`src/verilog/clk_mgr_pkg.sv`:
```
package clk_mgr_pkg;

  // ------------------------------------------------------------
  // clocking and timing
  // ------------------------------------------------------------
  localparam int PCLK_KHZ = 10000;
  localparam int PCLK_NS = 100;
  localparam int LP_CLK_KHZ = 100;
  localparam int LP_DIV = PCLK_KHZ / LP_CLK_KHZ;
  localparam int STEP_DWELL_NS = 5200;
  localparam int STEP_CYCLES = (STEP_DWELL_NS + PCLK_NS - 1) / PCLK_NS;
  localparam int SS_MOD_HZ = 24000;

  // ------------------------------------------------------------
  // switching clock synthesis: 16 units per MHz, divide by 8
  // ------------------------------------------------------------
  localparam int HF_DIV = 8;
  localparam int NCO_UNITS = 16;
  localparam int NCO_HALF = PCLK_KHZ / 1000 * HF_DIV * NCO_UNITS / 2;
  localparam int NOMINAL_MHZ = 20;
  localparam int SS_NARROW_PCT = 5;
  localparam int SS_WIDE_PCT = 10;
  localparam int SS_DEV_NARROW = NOMINAL_MHZ * NCO_UNITS * SS_NARROW_PCT / 100;
  localparam int SS_DEV_WIDE = NOMINAL_MHZ * NCO_UNITS * SS_WIDE_PCT / 100;
  localparam int SS_STEP_NARROW =
    PCLK_KHZ * 1000 / (SS_MOD_HZ * 4 * SS_DEV_NARROW);
  localparam int SS_STEP_WIDE =
    PCLK_KHZ * 1000 / (SS_MOD_HZ * 4 * SS_DEV_WIDE);

  // ------------------------------------------------------------
  // external clock bands, as periods in pclk cycles
  // ------------------------------------------------------------
  localparam int EXT_HI_MIN_KHZ = 2000;
  localparam int EXT_HI_MAX_KHZ = 3000;
  localparam int EXT_LO_MIN_KHZ = 333;
  localparam int EXT_LO_MAX_KHZ = 500;
  localparam int EXT_HI_PMIN = PCLK_KHZ / EXT_HI_MAX_KHZ;
  localparam int EXT_HI_PMAX = PCLK_KHZ / EXT_HI_MIN_KHZ;
  localparam int EXT_LO_PMIN = PCLK_KHZ / EXT_LO_MAX_KHZ;
  localparam int EXT_LO_PMAX = PCLK_KHZ / EXT_LO_MIN_KHZ;

  // ------------------------------------------------------------
  // register map
  // ------------------------------------------------------------
  localparam logic [11:0] CTRL_ADDR = 12'h000;
  localparam logic [11:0] STATUS_ADDR = 12'h004;
  localparam logic [11:0] FLAGS_ADDR = 12'h008;
  localparam logic [11:0] MASK_ADDR = 12'h00c;
  localparam int CTRL_TRIM_LSB = 0;
  localparam int CTRL_SPREAD_EN = 4;
  localparam int CTRL_SPREAD_WIDE = 5;
  localparam int CTRL_LOW_BAND = 6;
  localparam int CTRL_CLK_OUT_EN = 7;
  localparam int ST_FAULT_LIVE = 4;
  localparam int ST_USING_EXT = 5;
  localparam int ST_SPREAD_ACT = 6;
  localparam int ST_STEPPING = 7;
  localparam int ST_PLL_EN = 8;
  localparam int FLAG_FREQ = 0;
  localparam int FLAG_FAULT = 1;
  localparam logic [7:0] CTRL_RESET = 8'h00;
  localparam logic [1:0] MASK_RESET = 2'h0;

  // ------------------------------------------------------------
  // trim code mapping
  // ------------------------------------------------------------
  function automatic logic code_used(input logic [3:0] code);
    return (code <= 4'h4) || (code >= 4'h9 && code <= 4'hc);
  endfunction

  function automatic logic [4:0] code_to_mhz(input logic [3:0] code);
    if (code <= 4'h4) begin
      return 5'h14 + {1'b0, code};
    end
    return 5'h07 + {1'b0, code};
  endfunction

  function automatic logic [3:0] mhz_to_code(input logic [4:0] mhz);
    if (mhz >= 5'h14) begin
      return 4'(mhz - 5'h14);
    end
    return 4'(mhz - 5'h07);
  endfunction

endpackage

```
`src/verilog/ext_mon_if.sv`:
```
`timescale 1ns/10ps
interface ext_mon_if;
  logic pin_level;
  logic low_band;
  logic valid;
  logic level;

  modport mon (input pin_level, input low_band, output valid, output level);
  modport top (output pin_level, output low_band, input valid, input level);
endinterface

```
`src/verilog/ext_clock_monitor.sv`:
```
`timescale 1ns/10ps
module ext_clock_monitor (
  input wire logic pclk,      // system clock
  input wire logic presetn,   // async reset, active low
  ext_mon_if.mon mon          // pin in, band in, validity out
);
  logic sync1;
  logic sync2;
  logic prev;
  logic [5:0] period;
  logic [5:0] pmin;
  logic [5:0] pmax;

  assign pmin = mon.low_band ? 6'(clk_mgr_pkg::EXT_LO_PMIN)
                             : 6'(clk_mgr_pkg::EXT_HI_PMIN);
  assign pmax = mon.low_band ? 6'(clk_mgr_pkg::EXT_LO_PMAX)
                             : 6'(clk_mgr_pkg::EXT_HI_PMAX);

  always_ff @(posedge pclk or negedge presetn) begin
    if (!presetn) begin
      sync1 <= 1'b0;
      sync2 <= 1'b0;
      prev <= 1'b0;
    end else begin
      sync1 <= mon.pin_level;
      sync2 <= sync1;
      prev <= sync2;
    end
  end

  assign mon.level = prev;

  // ------------------------------------------------------------
  // period between rising edges must sit inside the band
  // ------------------------------------------------------------
  always_ff @(posedge pclk or negedge presetn) begin
    if (!presetn) begin
      period <= 6'h00;
      mon.valid <= 1'b0;
    end else if (sync2 && !prev) begin
      mon.valid <= (period + 6'h01 >= pmin) && (period + 6'h01 <= pmax);
      period <= 6'h00;
    end else if (period > pmax) begin
      mon.valid <= 1'b0;
    end else begin
      period <= period + 6'h01;
    end
  end
endmodule

```
`src/verilog/switching_clock_manager.sv`:
```
// The APB slave port and the register offsets were decided locally.
`timescale 1ns/10ps
module switching_clock_manager (
  input wire logic pclk,                      // 10 MHz system clock
  input wire logic presetn,                   // async reset, active low
  input wire logic psel,                      // apb select
  input wire logic penable,                   // apb access phase
  input wire logic pwrite,                    // apb write
  input wire logic [11:0] paddr,              // apb byte address
  input wire logic [31:0] pwdata,             // apb write data
  output logic [31:0] prdata,                 // apb read data
  output logic pready,                        // apb ready
  output logic pslverr,                       // apb error, unmapped
  input wire logic otp_sync_mode,             // fuse: external sync mode
  input wire logic [3:0] otp_hf_trim_default, // fuse: trim default
  input wire logic otp_spread_enable_default, // fuse: spread default
  input wire logic otp_spread_wide_default,   // fuse: spread range
  input wire logic otp_ext_clock_band_default, // fuse: input band
  input wire logic otp_clock_out_default,     // fuse: clock out
  input wire logic sync_in,                   // sync pin input level
  output logic sync_out,                      // sync pin output level
  output logic sync_oe,                       // sync pin output enable
  output logic sw_clk,                        // switching clock
  output logic [3:0] hf_trim_applied,         // trim code in use
  output logic pll_enable,                    // pll running
  output logic pll_source_ext,                // pll fed from sync pin
  output logic spread_active,                 // modulation running
  output logic irq_out_n                      // interrupt, active low
);

  // ------------------------------------------------------------
  // fuse capture after reset release
  // ------------------------------------------------------------
  logic [8:0] otp_s1;
  logic [8:0] otp_s2;
  logic [1:0] load_cnt;
  logic loaded;
  logic sync_mode;

  always_ff @(posedge pclk or negedge presetn) begin
    if (!presetn) begin
      otp_s1 <= 9'h000;
      otp_s2 <= 9'h000;
      load_cnt <= 2'h0;
    end else begin
      otp_s1 <= {otp_sync_mode, otp_hf_trim_default,
                 otp_spread_enable_default, otp_spread_wide_default,
                 otp_ext_clock_band_default, otp_clock_out_default};
      otp_s2 <= otp_s1;
      if (load_cnt != 2'h3) begin
        load_cnt <= load_cnt + 2'h1;
      end
    end
  end

  assign loaded = (load_cnt == 2'h3);

  // ------------------------------------------------------------
  // 100 kHz control tick
  // ------------------------------------------------------------
  logic [6:0] lp_cnt;
  logic lp_tick;

  always_ff @(posedge pclk or negedge presetn) begin
    if (!presetn) begin
      lp_cnt <= 7'h00;
      lp_tick <= 1'b0;
    end else begin
      lp_tick <= (lp_cnt == 7'(clk_mgr_pkg::LP_DIV - 1));
      if (lp_cnt == 7'(clk_mgr_pkg::LP_DIV - 1)) begin
        lp_cnt <= 7'h00;
      end else begin
        lp_cnt <= lp_cnt + 7'h01;
      end
    end
  end

  // ------------------------------------------------------------
  // apb slave and registers
  // ------------------------------------------------------------
  logic [7:0] ctrl;
  logic [1:0] flags;
  logic [1:0] mask;
  logic [1:0] flag_set;
  logic [1:0] flag_clr;
  logic [8:0] status;
  logic wr_en;
  logic fault_live;
  logic using_ext;
  logic stepping;
  logic [4:0] applied_mhz;
  logic [4:0] target_mhz;
  logic [3:0] wr_trim;

  assign wr_en = psel && penable && pready && pwrite;
  assign wr_trim = pwdata[clk_mgr_pkg::CTRL_TRIM_LSB +: 4];
  assign status = {pll_enable, stepping, spread_active, using_ext,
                   fault_live, hf_trim_applied};

  always_ff @(posedge pclk or negedge presetn) begin
    if (!presetn) begin
      pready <= 1'b0;
      pslverr <= 1'b0;
      prdata <= 32'h00000000;
    end else if (psel && !penable) begin
      // answer is prepared in setup so the access phase takes one cycle
      pready <= 1'b1;
      pslverr <= 1'b0;
      prdata <= 32'h00000000;
      unique case (paddr)
        clk_mgr_pkg::CTRL_ADDR: prdata <= {24'h000000, ctrl};
        clk_mgr_pkg::STATUS_ADDR: prdata <= {23'h000000, status};
        clk_mgr_pkg::FLAGS_ADDR: prdata <= {30'h00000000, flags};
        clk_mgr_pkg::MASK_ADDR: prdata <= {30'h00000000, mask};
        default: pslverr <= 1'b1;
      endcase
    end else begin
      pready <= 1'b0;
      pslverr <= 1'b0;
    end
  end

  always_ff @(posedge pclk or negedge presetn) begin
    if (!presetn) begin
      ctrl <= clk_mgr_pkg::CTRL_RESET;
      sync_mode <= 1'b0;
    end else if (load_cnt == 2'h2) begin
      sync_mode <= otp_s2[8];
      ctrl <= {otp_s2[0], otp_s2[1], otp_s2[2], otp_s2[3],
               otp_s2[7:4]};
    end else if (wr_en && paddr == clk_mgr_pkg::CTRL_ADDR) begin
      ctrl[7:4] <= pwdata[7:4];
      if (clk_mgr_pkg::code_used(wr_trim)) begin
        ctrl[clk_mgr_pkg::CTRL_TRIM_LSB +: 4] <= wr_trim;
      end
    end
  end

  always_ff @(posedge pclk or negedge presetn) begin
    if (!presetn) begin
      mask <= clk_mgr_pkg::MASK_RESET;
    end else if (wr_en && paddr == clk_mgr_pkg::MASK_ADDR) begin
      mask <= pwdata[1:0];
    end
  end

  // write one to clear; a new event in the same cycle wins
  assign flag_clr = (wr_en && paddr == clk_mgr_pkg::FLAGS_ADDR)
                    ? pwdata[1:0] : 2'h0;

  always_ff @(posedge pclk or negedge presetn) begin
    if (!presetn) begin
      flags <= 2'h0;
      irq_out_n <= 1'b1;
    end else begin
      flags <= (flags & ~flag_clr) | flag_set;
      irq_out_n <= ~|(flags & ~mask);
    end
  end

  // ------------------------------------------------------------
  // external clock supervision
  // ------------------------------------------------------------
  ext_mon_if mon_bus ();
  logic ext_valid_q;

  assign mon_bus.pin_level = sync_in;
  assign mon_bus.low_band = ctrl[clk_mgr_pkg::CTRL_LOW_BAND];

  ext_clock_monitor u_monitor (
    .pclk(pclk),
    .presetn(presetn),
    .mon(mon_bus.mon)
  );

  // decisions are taken on the slow tick, like every debounce here
  always_ff @(posedge pclk or negedge presetn) begin
    if (!presetn) begin
      fault_live <= 1'b0;
      using_ext <= 1'b0;
      ext_valid_q <= 1'b0;
    end else if (lp_tick && loaded && sync_mode) begin
      ext_valid_q <= mon_bus.valid;
      fault_live <= !mon_bus.valid;
      if (!mon_bus.valid) begin
        using_ext <= 1'b0;
      end else if (!flags[clk_mgr_pkg::FLAG_FAULT]) begin
        using_ext <= 1'b1;
      end
    end else if (!sync_mode) begin
      fault_live <= 1'b0;
      using_ext <= 1'b0;
      ext_valid_q <= 1'b0;
    end
  end

  // a grounded pin never raises a fault: only the loss of a clock
  // that was in use does
  assign flag_set[clk_mgr_pkg::FLAG_FAULT] =
    lp_tick && loaded && sync_mode && using_ext && !mon_bus.valid;

  // ------------------------------------------------------------
  // trim stepping
  // ------------------------------------------------------------
  logic [5:0] dwell;
  logic hold;
  assign target_mhz =
    clk_mgr_pkg::code_to_mhz(ctrl[clk_mgr_pkg::CTRL_TRIM_LSB +: 4]);
  // spread bit read directly: no step slips in before spread_active rises
  assign hold = using_ext ||
                (!sync_mode && ctrl[clk_mgr_pkg::CTRL_SPREAD_EN]);
  assign stepping = applied_mhz != target_mhz;

  always_ff @(posedge pclk or negedge presetn) begin
    if (!presetn) begin
      applied_mhz <= 5'(clk_mgr_pkg::NOMINAL_MHZ);
      dwell <= 6'h00;
    end else if (load_cnt == 2'h2) begin
      applied_mhz <= clk_mgr_pkg::code_to_mhz(otp_s2[7:4]);
      dwell <= 6'h00;
    end else if (!hold && stepping) begin
      if (dwell == 6'h00) begin
        dwell <= 6'(clk_mgr_pkg::STEP_CYCLES - 1);
        if (target_mhz > applied_mhz) begin
          applied_mhz <= applied_mhz + 5'h01;
        end else begin
          applied_mhz <= applied_mhz - 5'h01;
        end
      end else begin
        dwell <= dwell - 6'h01;
      end
    end else if (dwell != 6'h00) begin
      dwell <= dwell - 6'h01;
    end
  end

  assign flag_set[clk_mgr_pkg::FLAG_FREQ] =
    loaded && !hold && stepping && dwell == 6'h00 &&
    (target_mhz == applied_mhz + 5'h01 ||
     target_mhz + 5'h01 == applied_mhz);

  always_ff @(posedge pclk or negedge presetn) begin
    if (!presetn) begin
      hf_trim_applied <= 4'h0;
      pll_enable <= 1'b0;
      pll_source_ext <= 1'b0;
      spread_active <= 1'b0;
    end else begin
      hf_trim_applied <= clk_mgr_pkg::mhz_to_code(applied_mhz);
      pll_enable <= sync_mode;
      pll_source_ext <= using_ext;
      spread_active <= loaded && !sync_mode &&
                       ctrl[clk_mgr_pkg::CTRL_SPREAD_EN];
    end
  end

  // ------------------------------------------------------------
  // spread-spectrum triangle around the nominal frequency
  // ------------------------------------------------------------
  logic signed [6:0] tri_ofs;
  logic tri_up;
  logic [3:0] ss_cnt;
  logic [3:0] ss_period;
  logic signed [6:0] ss_dev;

  assign ss_period = ctrl[clk_mgr_pkg::CTRL_SPREAD_WIDE]
                     ? 4'(clk_mgr_pkg::SS_STEP_WIDE)
                     : 4'(clk_mgr_pkg::SS_STEP_NARROW);
  assign ss_dev = ctrl[clk_mgr_pkg::CTRL_SPREAD_WIDE]
                  ? 7'(clk_mgr_pkg::SS_DEV_WIDE)
                  : 7'(clk_mgr_pkg::SS_DEV_NARROW);

  always_ff @(posedge pclk or negedge presetn) begin
    if (!presetn) begin
      tri_ofs <= 7'sh00;
      tri_up <= 1'b1;
      ss_cnt <= 4'h0;
    end else if (!spread_active) begin
      tri_ofs <= 7'sh00;
      tri_up <= 1'b1;
      ss_cnt <= 4'h0;
    end else if (ss_cnt >= ss_period - 4'h1) begin
      ss_cnt <= 4'h0;
      if (tri_up && tri_ofs >= ss_dev) begin
        tri_up <= 1'b0;
        tri_ofs <= tri_ofs - 7'sh01;
      end else if (!tri_up && tri_ofs <= -ss_dev) begin
        tri_up <= 1'b1;
        tri_ofs <= tri_ofs + 7'sh01;
      end else if (tri_up) begin
        tri_ofs <= tri_ofs + 7'sh01;
      end else begin
        tri_ofs <= tri_ofs - 7'sh01;
      end
    end else begin
      ss_cnt <= ss_cnt + 4'h1;
    end
  end

  // ------------------------------------------------------------
  // switching clock: phase accumulator equal to high clock / 8
  // ------------------------------------------------------------
  logic [10:0] nco_acc;
  logic [10:0] nco_sum;
  logic [9:0] nco_inc;
  logic int_clk;

  // the 16..24 MHz clock is not built here; its rate sets the step
  always_comb begin
    if (spread_active) begin
      nco_inc = 10'(clk_mgr_pkg::NOMINAL_MHZ * clk_mgr_pkg::NCO_UNITS)
                + 10'(tri_ofs);
    end else begin
      nco_inc = 10'({applied_mhz, 4'h0});
    end
  end

  assign nco_sum = nco_acc + {1'b0, nco_inc};

  always_ff @(posedge pclk or negedge presetn) begin
    if (!presetn) begin
      nco_acc <= 11'h000;
      int_clk <= 1'b0;
    end else if (nco_sum >= 11'(clk_mgr_pkg::NCO_HALF)) begin
      nco_acc <= nco_sum - 11'(clk_mgr_pkg::NCO_HALF);
      int_clk <= !int_clk;
    end else begin
      nco_acc <= nco_sum;
    end
  end

  // ------------------------------------------------------------
  // clock selection and sync pin drive
  // ------------------------------------------------------------
  always_ff @(posedge pclk or negedge presetn) begin
    if (!presetn) begin
      sw_clk <= 1'b0;
      sync_out <= 1'b0;
      sync_oe <= 1'b0;
    end else begin
      sw_clk <= using_ext ? mon_bus.level : int_clk;
      sync_oe <= loaded && !sync_mode && otp_s2[0];
      sync_out <= ctrl[clk_mgr_pkg::CTRL_CLK_OUT_EN] && int_clk;
    end
  end

endmodule
```
`config.mk`:
```
export PLATFORM = sky130hd
export DESIGN_NAME = switching_clock_manager
export DESIGN_NICKNAME = d
export VERILOG_FILES = /design/src/verilog/clk_mgr_pkg.sv /design/src/verilog/ext_mon_if.sv /design/src/verilog/ext_clock_monitor.sv /design/src/verilog/switching_clock_manager.sv
export SDC_FILE = /design/constraint.sdc
export NUM_CORES = 1
export LEC_CHECK = 0
export BUFFER_PORTS_ARGS = -buffer_cell sky130_fd_sc_hd__buf_2
export CORE_MARGIN = 5
export CORE_UTILIZATION = 45
export CTS_BUF_LIST = sky130_fd_sc_hd__clkbuf_2 sky130_fd_sc_hd__clkbuf_4 sky130_fd_sc_hd__clkbuf_8
export DETAILED_ROUTE_END_ITERATION = 10
export PLACE_DENSITY_LB_ADDON = 0.2
export SETUP_SLACK_MARGIN = 0.5
export SLEW_MARGIN = 10
export SYNTH_ARGS = -nofsm -noshare
export SYNTH_HDL_FRONTEND = slang
export SYNTH_HIERARCHICAL = 1
export SYNTH_SLANG_ARGS = --single-unit
```
`constraint.sdc`:
```
create_clock -name pclk -period 4.25 [get_ports pclk]
set_input_delay 0.2125 -clock pclk [delete_from_list [all_inputs] [get_ports pclk]]
set_output_delay 0.2125 -clock pclk [all_outputs]
set_load 0.005 [all_outputs]
```
# == Word level (Yosys, flattened, before mapping) ==
# Cells that the tools add are included.
# totals
regBits,133
latch_bits,0
ramBits,0
mem_bits_ro,0
in_bits,59
output_inout_bits,45
word_cells,196
n_memories,0
# op_classes
addsub,21
multipliers,0
div_mod_pow,0
magnitude_cmp,14
n_eq_ne,15
shifts,0
n_mux,54
n_bitwise,5
reduce_logical,52
# ops
cell,count
5-bit two-way mux,10
6-bit two-way mux,7
7-bit two-way mux,6
9-bit case mux with 4 select lines,1
1-bit logical AND,26
"12-bit by 4-bit equality test with 1-bit output, second input constant",2
4-bit two-way mux,5
1-bit two-way mux,19
8-bit two-way mux,2
"12-bit by 3-bit equality test with 1-bit output, second input constant",1
"4-bit by 3-bit less-or-equal comparator with 1-bit output, second input constant",3
12-bit logical NOT,1
11-bit by 10-bit adder with 11-bit output,1
"11-bit by 10-bit greater-or-equal comparator with 1-bit output, second input constant",1
11-bit two-way mux,1
"11-bit by 10-bit subtractor with 11-bit output, second input constant",1
"10-bit by 7-bit adder with 10-bit output, first input constant",1
"3-bit by 4-bit adder with 5-bit output, first input constant",2
"5-bit by 1-bit adder with 5-bit output, second input constant",2
"5-bit by 4-bit adder with 5-bit output, first input constant",2
5-bit equality test,2
10-bit two-way mux,1
2-bit nonzero test,5
1-bit logical NOT,8
other kinds (40),51

# == Logic depth before layout (Yosys ltp) ==
# Gate-level depths: netlist (run 1).
# logic_depth
word_depth,9
ltp_mapped,15
depth_no_buf,14

# == Modules after synthesis ==
# Netlist (run 1), hierarchy kept.
# by_module_without_submodules
mod,instances,cells_per_inst,area_per_inst_um2,seq_area_each_um2
switching_clock_manager,1,603,5899.4,2507.4
ext_clock_monitor,1,66,684.4,250.2

# == Worst setup path before layout (run 1) ==
# Ideal clock, no wire load.
# synth_timing
path_type,flip-flop to flip-flop
startpoint,register ctrl[3]
endpoint,register applied_mhz[3]
setup_time_ns,0.124
arrival_ns,3.249
path_slack_ns,0.877
stages_incl_launch_ff,15
period_less_slack_ns,3.373
path_cell_list,dfrtp_1 > buf_4 > inv_1 > ha_1 > buf_2 > o21ba_2 > xnor2_1 > ha_1 > a21o_1 > a21oi_1 > nor2b_1 > o31ai_2 > mux2_2 > o21a_1 > o31a_1
# synth_via
elab_chain_len,8
# synth_lines
item,line_no,text
start: declaration,switching_clock_manager.sv:81,logic [7:0] ctrl;
start signal: assignment,switching_clock_manager.sv:125,ctrl <= clk_mgr_pkg::CTRL_RESET;
start signal: assignment,switching_clock_manager.sv:129,"ctrl <= {otp_s2[0], otp_s2[1], otp_s2[2], otp_s2[3],"
start signal: indexed assignment,switching_clock_manager.sv:134,ctrl[clk_mgr_pkg::CTRL_TRIM_LSB +: 4] <= wr_trim;
5-bit by 4-bit adder with 5-bit output / 4-bit by 3-bit less-or-equal comparator with 1-bit output (equally long branches),"clk_mgr_pkg.sv:73, clk_mgr_pkg.sv:72",
5-bit two-way mux / 1-bit two-way mux (equally long branches),clk_mgr_pkg.sv:72,if (code <= 4'h4) begin
5-bit two-way mux (*),clk_mgr_pkg.sv:75,"return 5'h07 + {1'b0, code};"
5-bit greater-than comparator,switching_clock_manager.sv:224,if (target_mhz > applied_mhz) begin
5-bit two-way mux,switching_clock_manager.sv:224,
5-bit two-way mux,switching_clock_manager.sv:222,if (dwell == 6'h00) begin
5-bit two-way mux,switching_clock_manager.sv:221,end else if (!hold && stepping) begin
5-bit two-way mux,switching_clock_manager.sv:218,end else if (load_cnt == 2'h2) begin
end signal: assignment,switching_clock_manager.sv:219,applied_mhz <= clk_mgr_pkg::code_to_mhz(otp_s2[7:4]);
end signal: assignment,switching_clock_manager.sv:225,applied_mhz <= applied_mhz + 5'h01;
end signal: assignment,switching_clock_manager.sv:227,applied_mhz <= applied_mhz - 5'h01;
end: declaration,switching_clock_manager.sv:91,logic [4:0] applied_mhz;
# Every way passes the cells marked *; elsewhere a longest branch is shown, timed or not. The select of a mux whose other input is x is not followed.
# A chain may end at the register's enable or synchronous reset.

# == Worst setup path in the final report (run 1) ==
# layout_timing
startpoint,register ctrl[0]
endpoint,register applied_mhz[3]
# The elaborated chain is that of the path after synthesis.

==> results of run 1 <==
## registers in the layout, indices dropped and copies added (netlist names), 2 cells and up
signal	count
nco_acc	11
otp_s1	9
otp_s2	9
prdata	9
ctrl	8
lp_cnt	7
tri_ofs	7
dwell	6
u_monitor/period	6
applied_mhz	5
hf_trim_applied	4
ss_cnt	4
flags	2
load_cnt	2
mask	2
## report_power, final
group,total (mW),switching (mW),internal [mW]
sequential,1.43,0.181,1.25
clock,0.661,0.355,0.306
combinational,1.75,0.970,0.782
total,3.84,1.51,2.34
## placed cells by master (no fill, tap or decap), types with 8 or more instances in the layout
master	n
a21oi_1	32
mux2i_1	20
inv_1	44
nand4_1	9
a21o_1	8
dlygate4sd3_1	10
o21ai_0	41
nand2b_1	8
mux2_2	8
clkbuf_8	10
nor3_1	12
or3_1	9
nor2_1	47
nand3_1	20
xor2_1	8
dfrtp_1	105
buf_2	55
nand2_1	56
xnor2_1	30
ha_1	55
conb_1	23
## worst reg2reg max path, stage by stage (launching register included)
cell	delay (ps)
dfrtp_1	470
inv_1	140
ha_1	370
o21ba_2	240
xnor2_2	280
ha_1	320
a21o_1	180
a21oi_1	150
nor2b_1	70
o31ai_2	420
mux2_2	400
o21a_1	170
o31a_1	260
## per-stage QoR
step	cell area, sq um	instances	utilization	hold slack, ps	setup slack (ps)
2_1_floorplan	6670	691	-	-83.1	877
3_3_place_gp	6960	894	0.482	320	605
3_5_place_dp	6960	894	0.482	322	471
6_report	7280	920	0.505	7.83	671
4_1_cts	7280	920	0.505	47.5	609
5_1_grt	7280	920	0.505	110	525
## cells by family (layout without fill, tap and decap cells)
family,count (synthesis),after routing,share of synthesized area
buffers and inverters,84,129,0.0623
xor gates and xnor gates,41,41,0.0568
and+or+nand+nor,206,206,0.161
other,1,23,0.000570
muxes,30,30,0.0509
AOI/OAI and AO/OA,140,140,0.140
DFF,110,110,0.419
adders and majority gates,57,57,0.109
## per-layer routing
layer | track usage | up-vias | part of all wire
li1 | - | 2425 | -
met1 | 0.229 | 2417 | 0.46
met2 | 0.274 | 86 | 0.49
met3 | 0.0280 | 13 | 0.034
met4 | 0.0551 | 0 | 0.014
met5 | 0 | - | 0
## area by class of cell
| class | instances | area [sq um] |
|---|---|---|
| clock buffers | 12 | 153 |
| clock inverters | 4 | 56.3 |
| fillers | 1294 | 7140 |
| inverters | 44 | 165 |
| multi-input cells | 497 | 3510 |
| flip-flops and latches | 110 | 2760 |
| well taps | 184 | 230 |
| repair buffers | 69 | 405 |
## repair_timing
item	4_1_cts	5_1_grt
pin swaps	0	0
endpoints found under the hold margin	10	0
gates resized for setup	2	2
hold buffers	10	0
setup endpoints to repair	2	2
## path summary, 6_finish.rpt
path / from / end / slack [ps] / depth (start not counted)
min in group pclk: pwdata[7] / ctrl[7] / 130 / 3
max reg2reg: ctrl[0] / applied_mhz[3] / 670 / 12
max in group asynchronous: presetn / otp_s1[4] / 3260 / 2
min: presetn / ss_cnt[0] / 8 / 1
max: ctrl[0] / applied_mhz[3] / 670 / 12
min reg2reg: otp_s1[5] / otp_s2[5] / 360 / 0
==> impl_metrics.yaml, run 1 <==
outcome:
  status: "completed"
route:
  num_vias: 4941
  routedWlPerCell_microns: 15.2
  antenna_left: 0
  drt_wl_total_microns: 14000
  drt_iter0_markers: 290
  viasPerCell: 5.37
  drc_errors: 0
  drtPass1Iterations: 4
yosys:
  synth_top_area_cell: "dfrtp_1"
  synth.top_cells.by_area: "dfrtp_1 (40%), ha_1 (11%), xnor2_1 (4.1%)"
  synthArstFlopShare: 1.00
  synth_seq_cells: 110
  yosys_warnings: 6
  synth_ff_type: "dfrtp_1"
  ys_types: 72
  synth_top_cell_area_share: 0.403
  syn-instance-count: 669
  synthesis.area_sq_um: 6580
  synth_edf_count: 0
  synth_commonest_cells: "dfrtp_1 (106), ha_1 (56), nand2_1 (56)"
  syn_avg_cell_area_sq_um: 9.84
  yosysMostFrequentCell: "dfrtp_1"
  ys_seq_area_frac: 0.419
pwr:
  pwr_density_cell_nw_per_um2: 528
  vdd_drop_max_mv: 0.245
  p_leak_nw: 3.43
  p_total_mw: 3.84
critical_path:
  path_cells: "inv_1 -> ha_1 -> o21ba_2 -> xnor2_2 -> ha_1 -> a21o_1 -> a21oi_1 -> nor2b_1 -> o31ai_2 -> mux2_2 -> o21a_1 -> o31a_1"
  slowest_stage: "dfrtp_1"
  startpoint_type: "register"
  crit_path_max_incr_delay_ps: 470
  crit_buf_inv: 1
  crit_family: "compound AO/OA/AOI/OAI gates"
  crit_fanout: 10
  critPathCaptureType: "register"
  worstPathArrival_ps: 3850
  critPathKind: "reg2reg"
  path_common_cell: "ha_1"
  cp.required_ps: 4520
grt:
  track_usage: 0.168
  grt_overflow: 0
  antenna_found_initial: 0
  grt_start_max_net_pins: 80
  grt_pass1_wl_microns: 23300
  grt_pass1_vias: 4823
cts:
  cts_tree: "yes"
  h-tree-depth: 3
  root_buffer: "clkbuf_8"
  clockBufferDepth: 2
  clkSinkCount: 110
  post_cts_buffers: 0
  clock_latency_ps: 380
  cts_buffers: 9
  path_clk_slew_ps: 100
floorplanning:
  die_y_microns: 131
  core.rowCount: 44
  start_util: 0.456
  ioPinCount: 104
  die_w_microns: 131
  dieArea_sq_um: 17100
  design.core.area_sq_um: 14400
sta:
  hold_viol: 0
  rsz0062_at_grt: "no"
  setup_viol: 0
  finalSetupTns_ps: 0
  tightest_slew_ps: 1050
  fin_crit_ps: 3580
  timing.fmax_mhz: 279
  finClkSkew_ps: 13.2
  slew_headroom: 0.298
  slew_violations: 0
  fin_crit_sh: 0.842
placed_design:
  hpwl_microns: 10400
  gp_congestion: 0.861
  numPortBuffers: 56
cells_and_area:
  n_antenna_cell: 0
  final_layout_size_suffix_gt1_frac: 0.151
  area_growth_pct: 10.6
  nets: 847
run:
  drv_cap: 0
worst_hold_path:
  hold_class: "in2async"
Power figures use the tool's default switching activity.
==> run 2, diff against run 1 <==
--- a/config.mk
+++ b/config.mk
@@ -5,6 +5,7 @@
 export SDC_FILE = /design/constraint.sdc
 export NUM_CORES = 1
 export LEC_CHECK = 0
+export ABC_AREA = 1
 export BUFFER_PORTS_ARGS = -buffer_cell sky130_fd_sc_hd__buf_2
 export CORE_MARGIN = 5
 export CORE_UTILIZATION = 45
==> constraint.sdc (replaced) <==
create_clock -name pclk -period 3.49 [get_ports pclk]
set_input_delay 0.1745 -clock pclk [delete_from_list [all_inputs] [get_ports pclk]]
set_output_delay 0.1745 -clock pclk [all_outputs]
set_load 0.005 [all_outputs]
==> run 2 against run 1 <==
Compared with the run above: synthesized area rose by 5.9%; via count grew 14%; sequential cell count stayed put; sequential power is 22% higher; worst setup slack gained 82 ps; sequential share of layout area down 2.2 points; combinational power grew 42%; utilization grew 0.36 points; cell count increased by 23%; clock skew fell by 5.0 ps; first-iteration DRC count up 1.7%; hold slack improved by 21 ps; critical path type unchanged.
==> impl_metrics.yaml, run 2 <==
outcome:
  status: "completed"
grt:
  grt_pass1_vias: 5017
  grt_overflow: 0
  track_usage: 0.162
  grt_pass1_wl_microns: 23900
  grt_start_max_net_pins: 79
  antenna_found_initial: 0
placed_design:
  postPlaceCellArea_sq_um: 7390
  gp_congestion: 0.853
  numPortBuffers: 56
  place_inst: 1108
  hpwl_microns: 11100
cells_and_area:
  n_antenna_cell: 0
  largest_reg_flops: 11
  fin_cells: 1136
  nets: 1059
  final_cell_mix: "nand2_1 (193), inv_1 (118), dfrtp_1 (104)"
  final_common_cell: "nand2_1"
  final_layout_size_suffix_gt1_frac: 0.156
  top_register: "nco_acc"
  final_area_sq_um: 7730
  area_growth_pct: 10.9
route:
  viasPerCell: 4.94
  drtPass1Iterations: 5
  drt_iter0_markers: 295
  drt_wl_total_microns: 14400
  antenna_left: 0
  num_vias: 5612
  routedWlPerCell_microns: 12.7
  drc_errors: 0
floorplanning:
  die_w_microns: 134
  die_y_microns: 134
  start_util: 0.459
  core.rowCount: 45
  design.core.area_sq_um: 15200
  ioPinCount: 104
  dieArea_sq_um: 18100
yosys:
  synth_top_family_by_area: "simple AND/OR/NAND/NOR gates"
  synth-simple-area-share: 0.271
  synth_fa_ha_area_frac: 0.103
  synthArstFlopShare: 1.00
  syn_avg_cell_area_sq_um: 8.02
  ys_seq_area_frac: 0.396
  yosysMostFrequentCell: "nand2_1"
  synth_mux_area_frac: 0.00969
  ys_types: 44
  synth_edf_count: 0
  synth_ff_type: "dfrtp_1"
  synth.top_cells.by_area: "dfrtp_1 (38%), nand2_1 (11%), ha_1 (10%)"
  synth_top_cell_area_share: 0.381
  syn-instance-count: 869
  synth_commonest_cells: "nand2_1 (195), inv_1 (118), dfrtp_1 (106)"
  yosys.area_share.xor_xnor: 0.0377
  synth_compound_area_frac: 0.0840
  yosys_warnings: 6
  synth_seq_cells: 110
  synth_top_area_cell: "dfrtp_1"
  synthesis.area_sq_um: 6970
sta:
  slew_headroom: 0.347
  hold-worst-slack_ps: 28.9
  fin_crit_ps: 2740
  hold_viol: 0
  slew_violations: 0
  setup_viol: 0
  rsz0062_at_grt: "yes"
  tightest_slew_ps: 980
  fin_crit_sh: 0.784
  timing.fmax_mhz: 365
  finalSetupTns_ps: 0
  finClkSkew_ps: 8.21
critical_path:
  startpoint_type: "register"
  ff2ff_path_depth: 17
  cp.required_ps: 3810
  worstPathArrival_ps: 3060
  critPathKind: "reg2reg"
  crit_fanout: 6
  critPathCaptureType: "register"
cts:
  cts_tree: "yes"
  clkSinkCount: 110
  clock_latency_ps: 390
  h-tree-depth: 3
  clockBufferDepth: 2
  path_clk_slew_ps: 110
  cts_buffers: 9
  root_buffer: "clkbuf_8"
worst_hold_path:
  hold_class: "in2reg"
  min_path_cells: 3
pwr:
  swShare: 0.442
  vdd_drop_max_mv: 0.327
  seq_power_share: 0.349
  p_clk_frac: 0.156
  netSwitchingPower_mw: 2.22
  pwr_density_cell_nw_per_um2: 648
  intPower_mw: 2.79
  p_leak_nw: 4.14
  comb_power_share: 0.494
run:
  drv_cap: 0
-- run 2: cell count changes after synthesis, sizes merged, moves of 20 or more --
cell / delta
nand2: +160
inv: +83
mux2i: -20
nand3: +56
nor2: +24
xnor2: -27
-- run 2: final timing paths --
kind | start | endpoint | slack [ps]
worst min-delay path | pwdata[4] | ctrl[4] | 30
worst max register to register | ctrl[3] | applied_mhz[4] | 750
max in group asynchronous | presetn | irq_out_n | 2130
worst min register to register | otp_s1[4] | otp_s2[4] | 360
worst max-delay path | ctrl[3] | applied_mhz[4] | 750
min in group asynchronous | presetn | nco_acc[1] | 460
-- run 2: what timing repair did --
item,in CTS,in global routing
hold endpoints to repair,85,0
endpoints found under the setup margin,0,12
setup buffers,0,1
hold buffers,11,0
resized for setup,0,7
-- run 2: critical path, stage by stage, from the launching register on --
cell and delay [ps]:
dfrtp_2 460, inv_2 130, ha_1 200, nand2_1 90, inv_1 110, nor2_4 60
nand3_1 150, nand2_2 90, ha_1 280, nand2_1 100, nor2_2 60, nand2_2 130
nand3_2 150, nor3_4 230, nor2_2 90, nor2_1 160, o21ai_0 100, o21ai_0 100
-- run 2: power by group through the flow --
stage               Clock (mW)  Sequential [mW]  Combinational, mW
global route             0.854             1.78               2.89
global placement             0             1.77               2.44
detailed placement           0             1.77               2.47
floorplan                    0             1.72               1.97
finish                   0.783             1.75               2.48
CTS                      0.812             1.75               2.49
-- run 2: per-stage QoR --
step | worst slack (ps) | util | total power, mW
6_report | 753 | 0.508 | 5.01
5_1_grt | 495 | 0.508 | 5.52
2_1_floorplan | 1050 | - | 3.69
3_3_place_gp | 704 | 0.486 | 4.21
4_1_cts | 629 | 0.506 | 5.05
3_5_place_dp | 655 | 0.486 | 4.24
-- run 2: per-layer routing --
layer  vias to the layer above  global-route usage  part of all wire
met3                        11              0.0320             0.039
met1                      2583               0.226              0.49
met5                         -                   0                 0
li1                       2918                   -                 -
met4                         0              0.0351            0.0096
met2                       100               0.262              0.46
-- run 2: kinds of logic (layout without fill, tap and decap cells) --
| group | after synthesis | in the layout |
|---|---|---|
| buffers and inverters | 158 | 215 |
| muxes | 6 | 6 |
| xor gates and xnor gates | 30 | 30 |
| DFF | 110 | 110 |
| adders and majority gates | 57 | 57 |
| other | 1 | 23 |
| AOI/OAI and AO/OA | 103 | 103 |
| and+or+nand+nor | 404 | 404 |
-- run 2: cell type report --
| cell class | instances | area (sq um) |
|---|---|---|
| clock buffers | 11 | 151 |
| inverters | 128 | 480 |
| multi-input cells | 623 | 3630 |
| fillers | 1496 | 7470 |
| well taps | 188 | 235 |
| repair buffers | 71 | 423 |
| clock inverters | 5 | 46.3 |
| flip-flops and latches | 110 | 2760 |
